--- config.mk ---
export PLATFORM = sky130hd
export DESIGN_NAME = scpi_message_parser
export DESIGN_NICKNAME = d
export VERILOG_FILES = /design/src/scpi_pkg.sv /design/src/keyword_matcher.sv /design/src/scpi_message_parser.sv
export VERILOG_INCLUDE_DIRS = /design/src
export SDC_FILE = /design/constraint.sdc
export NUM_CORES = 1
export LEC_CHECK = 0
export BUFFER_PORTS_ARGS = -buffer_cell sky130_fd_sc_hd__buf_2
export CORE_AREA = 2 2 186 188
export CTS_CLUSTER_DIAMETER = 80
export DETAILED_ROUTE_END_ITERATION = 10
export DIE_AREA = 0 0 188 190
export MAX_ROUTING_LAYER = met4
export PLACE_DENSITY_LB_ADDON = 0.12
export SLEW_MARGIN = 10
export SYNTH_ARGS = -nofsm -noshare
export SYNTH_HDL_FRONTEND = slang
export SYNTH_SLANG_ARGS = --single-unit
--- constraint.sdc ---
create_clock -name ref_clk -period 4.3 [get_ports ref_clk]
set_clock_uncertainty 0.1 [all_clocks]
set_input_delay 0.86 -clock ref_clk [delete_from_list [all_inputs] [get_ports ref_clk]]
set_output_delay 0.86 -clock ref_clk [all_outputs]
set_load 0.01 [all_outputs]
--- src/scpi_params.svh ---
// scpi_params.svh: character codes, tree node ids and sizes for the parser
// assumes: 8-bit ASCII characters, one per clock when valid
`ifndef SCPI_PARAMS_SVH
`define SCPI_PARAMS_SVH
`define CH_NL       8'h0A
`define CH_SPACE    8'h20
`define CH_STAR     8'h2A
`define CH_COLON    8'h3A
`define CH_SEMI     8'h3B
`define CH_QUERY    8'h3F
`define CH_DIG_LO   8'h30
`define CH_DIG_HI   8'h39
`define CH_UP_LO    8'h41
`define CH_UP_HI    8'h5A
`define CH_LOW_LO   8'h61
`define CH_LOW_HI   8'h7A
`define CASE_BIT    8'h20
`define KEY_LEN     12
`define KEY_LEN_W   4
`define NODE_W      5
`define NODE_ROOT   5'h00
`define NODE_SOURCE 5'h08
`define NODE_COUNT  29
`define SHORT_ALL   4
`define SHORT_VOW   3
`define SHORT_CONS  4
`define VOWEL_POS   4
`endif

--- src/scpi_pkg.sv ---
// scpi_pkg: types shared by the parser and the keyword matcher
// assumes: scpi_params.svh on the include path
`include "scpi_params.svh"
package scpi_pkg;
    typedef logic [`NODE_W-1:0] node_type;
    typedef enum logic [2:0] {
        ST_IDLE,
        ST_COLON,
        ST_KEY,
        ST_QUERY,
        ST_DATA,
        ST_COMMON,
        ST_SKIP
    } state_type;
endpackage

--- src/keyword_matcher.sv ---
// keyword_matcher: looks up one upper-cased keyword in the command tree
// assumes: word right-aligned with zero fill above its length
`timescale 1ns/1ps
`include "scpi_params.svh"
module keyword_matcher (
    input  wire logic [8*`KEY_LEN-1:0]  word,  // keyword, last char in low byte
    input  wire logic [`KEY_LEN_W-1:0]  len,   // keyword length in chars
    input  wire scpi_pkg::node_type     node,  // current tree position
    output logic                        hit,   // keyword valid here
    output scpi_pkg::node_type          id     // node id of the keyword
);
    localparam int KW = 8 * `KEY_LEN;

    // tree table: parent id and long form
    function automatic logic [`NODE_W+KW-1:0] entry(input int i);
        case (i)
            1:  entry = {`NODE_ROOT, KW'("ABORT")};
            2:  entry = {`NODE_ROOT, KW'("CALIBRATE")};
            3:  entry = {`NODE_ROOT, KW'("DISPLAY")};
            4:  entry = {`NODE_ROOT, KW'("INITIATE")};
            5:  entry = {`NODE_ROOT, KW'("LIST")};
            6:  entry = {`NODE_ROOT, KW'("MEASURE")};
            7:  entry = {`NODE_ROOT, KW'("OUTPUT")};
            8:  entry = {`NODE_ROOT, KW'("SOURCE")};
            9:  entry = {`NODE_ROOT, KW'("STATUS")};
            10: entry = {`NODE_ROOT, KW'("SYSTEM")};
            11: entry = {`NODE_ROOT, KW'("TRIGGER")};
            12: entry = {`NODE_SOURCE, KW'("VOLTAGE")};
            13: entry = {`NODE_SOURCE, KW'("CURRENT")};
            14: entry = {`NODE_SOURCE, KW'("FUNCTION")};
            15: entry = {5'h09, KW'("OPERATION")};
            16: entry = {5'h09, KW'("PRESET")};
            17: entry = {5'h09, KW'("QUESTIONABLE")};
            18: entry = {5'h0F, KW'("CONDITION")};
            19: entry = {5'h0F, KW'("ENABLE")};
            20: entry = {5'h0F, KW'("EVENT")};
            21: entry = {5'h0C, KW'("LEVEL")};
            22: entry = {5'h15, KW'("IMMEDIATE")};
            23: entry = {5'h15, KW'("TRIGGER")};
            24: entry = {5'h0E, KW'("MODE")};
            25: entry = {5'h06, KW'("VOLTAGE")};
            26: entry = {5'h06, KW'("CURRENT")};
            27: entry = {5'h0D, KW'("LEVEL")};
            28: entry = {5'h1B, KW'("IMMEDIATE")};
            29: entry = {5'h1B, KW'("TRIGGER")};
            default: entry = '0;
        endcase
    endfunction

    // number of characters in a long form
    function automatic int long_len(input logic [KW-1:0] nm);
        long_len = 0;
        for (int k = 0; k < `KEY_LEN; k++) begin
            if (nm[8*k+:8] != 8'h00) begin
                long_len = k + 1;
            end
        end
    endfunction

    // short form length derived from the long form
    function automatic int short_len(input logic [KW-1:0] nm, input int l);
        logic [7:0] c;
        c = 8'h00;
        if (l <= `SHORT_ALL) begin
            short_len = l;
        end else begin
            c = nm[8*(l-`VOWEL_POS)+:8];
            short_len = (c == "A" || c == "E" || c == "I" || c == "O" || c == "U") ? `SHORT_VOW : `SHORT_CONS;
        end
    endfunction

    // scan table; lowest id wins on a double match
    always_comb begin
        logic [KW-1:0] nm;
        scpi_pkg::node_type par;
        int l;
        int s;
        nm = '0;
        par = `NODE_ROOT;
        l = 0;
        s = 0;
        hit = 1'b0;
        id = `NODE_ROOT;
        for (int i = `NODE_COUNT; i >= 1; i--) begin
            {par, nm} = entry(i);
            l = long_len(nm);
            s = short_len(nm, l);
            if ((par == node || (node == `NODE_ROOT && par == `NODE_SOURCE)) &&
                ((int'(len) == l && word == nm) || (int'(len) == s && word == (nm >> (8*(l-s)))))) begin
                hit = 1'b1;
                id = scpi_pkg::node_type'(i);
            end
        end
    end
endmodule

--- src/scpi_message_parser.sv ---
// scpi_message_parser: splits a command character stream into message units
// assumes: one char per ref_clk when rx_valid; input always accepted
`timescale 1ns/1ps
`include "scpi_params.svh"
// Functional notes
// newline character ends a program message
// char with end-of-line flag also terminates
// host terminates messages; end reported on terminator
// short form: first four, three if vowel
// only full short or long form accepted
// keyword compare ignores letter case
// colon separates adjacent keywords of a command
// keyword separator descends into named branch
// question mark after last keyword makes query
// data follows keyword or query after space
// semicolon separates message units
// leading colon resets position to root
// terminator or root specifier returns to root
// after semicolon decode sibling of last keyword
// source children accepted at root level
// root keywords of the command tree recognised
// asterisk starts a common command
// first command of message decoded from root
// bad unit discarded, error flagged, resume later
module scpi_message_parser (
    input  wire logic                   ref_clk,        // 20 MHz clock
    input  wire logic                   rst_n,          // sync reset, low
    input  wire logic                   rx_valid,       // character present
    input  wire logic [7:0]             rx_data,        // character code
    input  wire logic                   rx_eol,         // end-of-line flag
    output logic                        unit_valid,     // unit complete pulse
    output logic                        unit_query,     // unit is a query
    output logic                        unit_common,    // unit is common cmd
    output logic                        unit_has_data,  // unit carried data
    output scpi_pkg::node_type          unit_node,      // last keyword node
    output logic [8*`KEY_LEN-1:0]       unit_word,      // last keyword text
    output logic                        data_valid,     // data char pulse
    output logic [7:0]                  data_char,      // data character
    output logic                        msg_end,        // terminator pulse
    output logic                        cmd_error,      // command error pulse
    output scpi_pkg::node_type          tree_node       // current position
);
    localparam int KW = 8 * `KEY_LEN;

    // fold lower case letters onto upper case
    function automatic logic [7:0] to_upper(input logic [7:0] c);
        to_upper = (c >= `CH_LOW_LO && c <= `CH_LOW_HI) ? (c & ~`CASE_BIT) : c;
    endfunction

    // letter of either case
    function automatic logic is_alpha(input logic [7:0] c);
        is_alpha = (to_upper(c) >= `CH_UP_LO) && (to_upper(c) <= `CH_UP_HI);
    endfunction

    // character allowed inside a keyword
    function automatic logic is_word(input logic [7:0] c);
        is_word = is_alpha(c) || (c >= `CH_DIG_LO && c <= `CH_DIG_HI);
    endfunction

    scpi_pkg::state_type        state;
    scpi_pkg::state_type        next_state;
    scpi_pkg::node_type         cur_node;
    scpi_pkg::node_type         last_node;
    scpi_pkg::node_type         match_id;
    logic [KW-1:0]              word;
    logic [`KEY_LEN_W-1:0]      word_len;
    logic                       key_hit;
    logic                       q_flag;
    logic                       c_flag;
    logic                       d_flag;
    logic                       is_term;
    logic                       start_key;
    logic                       clear_key;
    logic                       grow;
    logic                       go_root;
    logic                       descend;
    logic                       take_key;
    logic                       set_query;
    logic                       set_common;
    logic                       data_out;
    logic                       unit_end;
    logic                       err;

    // keyword lookup at the current tree position
    keyword_matcher u_match (
        .word (word),
        .len  (word_len),
        .node (cur_node),
        .hit  (key_hit),
        .id   (match_id)
    );

    // terminator: newline or any char flagged end-of-line
    assign is_term = rx_valid && (rx_eol || rx_data == `CH_NL);

    // per-character decision
    always_comb begin
        next_state = state;
        start_key = 1'b0;
        clear_key = 1'b0;
        grow = 1'b0;
        go_root = 1'b0;
        descend = 1'b0;
        take_key = 1'b0;
        set_query = 1'b0;
        set_common = 1'b0;
        data_out = 1'b0;
        unit_end = 1'b0;
        err = 1'b0;
        if (is_term) begin
            next_state = scpi_pkg::ST_IDLE;
            go_root = 1'b1;
            unique case (state)
                scpi_pkg::ST_KEY: begin
                    err = !key_hit;
                    unit_end = key_hit;
                    take_key = key_hit;
                end
                scpi_pkg::ST_COLON: err = 1'b1;
                scpi_pkg::ST_QUERY, scpi_pkg::ST_DATA, scpi_pkg::ST_COMMON: unit_end = 1'b1;
                scpi_pkg::ST_IDLE, scpi_pkg::ST_SKIP: err = 1'b0;
            endcase
        end else if (rx_valid) begin
            unique case (state)
                // start of a unit
                scpi_pkg::ST_IDLE: begin
                    if (rx_data == `CH_COLON) begin
                        go_root = 1'b1;
                        next_state = scpi_pkg::ST_COLON;
                    end else if (rx_data == `CH_STAR) begin
                        clear_key = 1'b1;
                        set_common = 1'b1;
                        next_state = scpi_pkg::ST_COMMON;
                    end else if (is_alpha(rx_data)) begin
                        start_key = 1'b1;
                        next_state = scpi_pkg::ST_KEY;
                    end else if (rx_data != `CH_SPACE && rx_data != `CH_SEMI) begin
                        err = 1'b1;
                    end
                end
                // a keyword must follow a colon
                scpi_pkg::ST_COLON: begin
                    if (is_alpha(rx_data)) begin
                        start_key = 1'b1;
                        next_state = scpi_pkg::ST_KEY;
                    end else begin
                        err = 1'b1;
                    end
                end
                // inside a keyword
                scpi_pkg::ST_KEY: begin
                    if (is_word(rx_data)) begin
                        grow = (word_len < `KEY_LEN_W'(`KEY_LEN));
                        err = !grow;
                    end else if (!key_hit) begin
                        err = 1'b1;
                    end else if (rx_data == `CH_COLON) begin
                        descend = 1'b1;
                        take_key = 1'b1;
                        next_state = scpi_pkg::ST_COLON;
                    end else if (rx_data == `CH_QUERY) begin
                        set_query = 1'b1;
                        take_key = 1'b1;
                        next_state = scpi_pkg::ST_QUERY;
                    end else if (rx_data == `CH_SPACE) begin
                        take_key = 1'b1;
                        next_state = scpi_pkg::ST_DATA;
                    end else if (rx_data == `CH_SEMI) begin
                        take_key = 1'b1;
                        unit_end = 1'b1;
                        next_state = scpi_pkg::ST_IDLE;
                    end else begin
                        err = 1'b1;
                    end
                end
                // after the query indicator
                scpi_pkg::ST_QUERY: begin
                    if (rx_data == `CH_SPACE) begin
                        next_state = scpi_pkg::ST_DATA;
                    end else if (rx_data == `CH_SEMI) begin
                        unit_end = 1'b1;
                        next_state = scpi_pkg::ST_IDLE;
                    end else begin
                        err = 1'b1;
                    end
                end
                // data parameter runs to the next separator
                scpi_pkg::ST_DATA: begin
                    if (rx_data == `CH_SEMI) begin
                        unit_end = 1'b1;
                        next_state = scpi_pkg::ST_IDLE;
                    end else begin
                        data_out = 1'b1;
                    end
                end
                // common command word, outside the tree
                scpi_pkg::ST_COMMON: begin
                    if (is_word(rx_data) && word_len < `KEY_LEN_W'(`KEY_LEN)) begin
                        grow = 1'b1;
                    end else if (rx_data == `CH_QUERY) begin
                        set_query = 1'b1;
                    end else if (rx_data == `CH_SPACE) begin
                        next_state = scpi_pkg::ST_DATA;
                    end else if (rx_data == `CH_SEMI) begin
                        unit_end = 1'b1;
                        next_state = scpi_pkg::ST_IDLE;
                    end else begin
                        err = 1'b1;
                    end
                end
                // discard until a unit separator
                scpi_pkg::ST_SKIP: begin
                    if (rx_data == `CH_SEMI) begin
                        next_state = scpi_pkg::ST_IDLE;
                    end
                end
            endcase
            // an error found at a semicolon already sits on the separator
            if (err) begin
                next_state = (rx_data == `CH_SEMI) ? scpi_pkg::ST_IDLE : scpi_pkg::ST_SKIP;
            end
        end
    end

    // parser state
    always_ff @(posedge ref_clk) begin
        if (!rst_n) begin
            state <= scpi_pkg::ST_IDLE;
        end else begin
            state <= next_state;
        end
    end

    // tree position; root at reset so first unit starts there
    always_ff @(posedge ref_clk) begin
        if (!rst_n) begin
            cur_node <= `NODE_ROOT;
        end else if (go_root) begin
            cur_node <= `NODE_ROOT;
        end else if (descend) begin
            cur_node <= match_id;
        end
    end

    // keyword buffer, upper-cased, right-aligned
    always_ff @(posedge ref_clk) begin
        if (!rst_n) begin
            word <= '0;
            word_len <= '0;
        end else if (start_key) begin
            word <= KW'(to_upper(rx_data));
            word_len <= `KEY_LEN_W'(1);
        end else if (clear_key) begin
            word <= '0;
            word_len <= '0;
        end else if (grow) begin
            word <= {word[KW-9:0], to_upper(rx_data)};
            word_len <= word_len + `KEY_LEN_W'(1);
        end
    end

    // per-unit flags, cleared when the unit closes or fails
    always_ff @(posedge ref_clk) begin
        if (!rst_n) begin
            q_flag <= 1'b0;
            c_flag <= 1'b0;
            d_flag <= 1'b0;
            last_node <= `NODE_ROOT;
        end else if (unit_end || err || is_term) begin
            q_flag <= 1'b0;
            c_flag <= 1'b0;
            d_flag <= 1'b0;
        end else begin
            q_flag <= q_flag | set_query;
            c_flag <= c_flag | set_common;
            d_flag <= d_flag | data_out;
            if (take_key) begin
                last_node <= match_id;
            end
        end
    end

    // unit report, one pulse per completed unit
    always_ff @(posedge ref_clk) begin
        if (!rst_n) begin
            unit_valid <= 1'b0;
            unit_query <= 1'b0;
            unit_common <= 1'b0;
            unit_has_data <= 1'b0;
            unit_node <= `NODE_ROOT;
            unit_word <= '0;
        end else begin
            unit_valid <= unit_end;
            if (unit_end) begin
                unit_query <= q_flag;
                unit_common <= c_flag;
                unit_has_data <= d_flag;
                unit_node <= take_key ? match_id : last_node;
                unit_word <= word;
            end
        end
    end

    // data characters and message events
    always_ff @(posedge ref_clk) begin
        if (!rst_n) begin
            data_valid <= 1'b0;
            data_char <= 8'h00;
            msg_end <= 1'b0;
            cmd_error <= 1'b0;
        end else begin
            data_valid <= data_out;
            data_char <= rx_data;
            msg_end <= is_term;
            cmd_error <= err;
        end
    end

    assign tree_node = cur_node;
endmodule

==> results.md <==
- Top routing layer in use: met4
- Post-synthesis sequential area ratio: 34.93%
- Starting Density: 39.17%
- Boundary pin count: 133
- DRT met1 WL: 27630 um
- Core Util, Final: 49.94%
- WL final: 63870 um
- Initial DRC Count: 1514
- Netlist cell types: 87
- WHS Path Cells: 2
- Seq cells post-synth: 232
- Min cycle time layout: 4140 ps
- Worst-margin pin slew: 846.7 ps
- Syn Std Cell Area: 13300 um^2
- CP most frequent cell: buf_4
- Mapped Avg Cell Area: 7.153 um^2
- CTS tree: done
- Post-synth top flop: dfxtp_1
- Setup crit end kind: register
- Setup CP Type: register to register
- R2r worst-path depth: 14
- Layout area overhead: 27.49%
- Power density over the cells: 272.5 nW/um^2
- Final setup violating endpoints: 0
- GPL Wtd Cong: 1.064
- 1st-pass router iterations: 5
- Total gr overflow: 0
- DR WL/cell: 24.48 um
- GRT Total Usage: 36.08%
- Die ar.: 35720 um^2
- DRC: 0
- Critical-path top delay cell: or4b_1
- Leak Pwr: 0.006169 uW
- Crit path DAT: 4430 ps
- Share of layout cells above drive strength 1: 22.98%
- Met3 WL: 4277 um
- Initial antenna violation count: 1
- Final Max Tran Viols: 0
- CTS Root Cell: clkbuf_16
- RSZ-0062 raised after global routing: false
- Status: complete, no violations
- H-Tree Depth: 1
- Max VDD drop: 296.2 uV
- Die Ht: 190 um
- Clock slew at reported path FFs: 60 ps
- Worst hold path class: register to register
- Period utilization: 96.27%
- Via Count: 15770
- Max Clock Freq: 241.6 MHz
- Final setup margin: 160.4 ps
- Max incr delay on CP: 690 ps
- Nets: 2152
- # fillers: 3484
- CTS Sinks: 232
- Register Area: 4646 um^2
- Fin. Hold Viols: 0
- Vias per std cell: 6.044
- CTS buffer count: 25
- Post-DP Area: 16050 um^2
- Final instance area: 16950 um^2
- ANT nets after route: 0
- Number of diodes: 0
- Max Cap Viol: 0
- Die width: 188 um
- Mapped Nets: 1875
- Post-synth EDFFs: 0
- I/O Buffers: 132
- Asr flop ratio synth: 0%
- Largest net degree at the start of global routing: 110
- Dpl ws: -175.0 ps
- HPWL after detailed placement: 50170 um
- Cells after Synth: 1859
- First-pass GRT wire length: 95340 um
- Core ar.: 33950 um^2
- CP Launch Type: register
- Clk_lat worst skew: 550 ps
- Slew headroom: 43.56%
- Clock buffer depth: 3
- Cell Rows: 68
- Metal2 WL: 28930 um
- CP required: 4590 ps
- Setup tns final: 0 ps
- Crit path cell chain: or4b_1 > or4_1 > nor4_2 > buf_4 > nor4bb_2 > buf_4 > a41oi_1 > o22ai_1 > a2111oi_0 > a31oi_1 > buf_4 > mux2_1 > nand2_1 > a21oi_1
- Vias in the first global route: 14810
- Crit Path Max Fanout: 3
- Tot Pwr: 4619 uW
- Footprint of the multi-input gates: 8055 um^2
- Synthesis Warnings: 0
critical path: cells and delay by family (launching register included):
kind,cells,cell delay (ps)
multiplexers,1,310
buffers and inverters,3,540
AO/OA/AOI/OAI,5,830
AND/OR/NAND/NOR,5,1890
flip-flops,1,320
cells in the final DEF (no fill, tap or decap), types with 25 or more instances in the layout:
cell type and count:
o21ai_1 49, o21ai_0 81, nand3_1 174, clkbuf_16 25
nor4_1 69, dfxtp_1 231, buf_2 131, buf_4 256
nand2_1 398, and2_1 28, nor3_1 65, nand4_1 100
nor2_1 103, a21oi_1 124
flip-flops by register name, indices dropped and copies added, names as in the netlist:
name           cells
unit_word         96
word              96
data_char          8
last_node          5
tree_node          5
unit_node          5
word_len           4
state              3
c_flag             1
cmd_error          1
d_flag             1
data_valid         1
msg_end            1
q_flag             1
unit_common        1
unit_has_data      1
unit_query         1
unit_valid         1
power by group:
part | switching (uW) | internal (uW) | total, uW
Sequential | 9.67 | 2160 | 2170
Combinational | 163 | 69.3 | 232
Clock | 898 | 1320 | 2220
cell type report:
cell class	instances	share of cell area, %
tap	455	3.358
multi-input combinational	1467	47.51
inverter	12	0.2657
clock buffer	36	4.406
timing repair buffer	398	16.45
clock inverter	9	0.6052
sequential	232	27.40
per-stage QoR:
| step | cells | hold WS (ps) |
|---|---|---|
| after global routing | 2609 | 363.5 |
| after detailed placement | 2562 | 337.2 |
| final | 2609 | 342.6 |
| after global placement | 2562 | 335.8 |
| after CTS | 2607 | 346.8 |
| after floorplan | 1859 | 332.0 |
path summary, 6_finish.rpt:
check,to,slack (ps),from
hold / removal,unit_word[72],340,unit_word[72]
setup reg to reg,unit_node[0],160,word[12]
setup / recovery,unit_node[0],160,word[12]
hold reg to reg,unit_word[72],340,unit_word[72]
cell usage after synthesis (11+ instances only):
cell type,count,share of area (%)
or3_1,15,0.71
clkbuf_1,112,3.2
nor2_1,103,2.9
nor2b_1,23,1.1
and2_1,27,1.3
o21ai_0,81,3.0
nand2b_1,11,0.52
nand2_1,398,11
nor3_1,66,2.5
inv_1,11,0.31
nand4_1,100,4.7
nand3_1,175,6.6
nor4_1,73,3.4
dfxtp_1,232,35
nor4b_1,18,1.2
or4_1,11,0.62
nor4bb_1,18,1.4
buf_2,20,0.75
and3_1,13,0.61
o21ai_1,49,1.8
a21oi_1,124,4.7
repair_timing:
| item | 4_1_cts | 5_1_grt |
|---|---|---|
| hold buffers | 0 | 0 |
| gates resized for setup | 2 | 7 |
| pin swaps | 0 | 1 |
| buffers inserted | 0 | 2 |
| setup endpoints to repair | 29 | 21 |
kinds of logic (layout without fill, tap and decap cells):
family	after synthesis	after routing	synth area share, %
simple gates	1119	1119	44.03
buf+inv	160	455	5.119
compound gates	332	332	14.65
mux	10	10	0.7716
flops	232	232	34.93
xor+xnor	2	2	0.1318
fa+ha+maj	4	4	0.3764
routing by layer:
layer	global-route usage [%]	vias up
li1	-	7312
met1	46.89	7651
met4	15.81	0
met2	56.80	647
met3	4.040	159
met5	-	-
(Power assumes the default switching activity.)
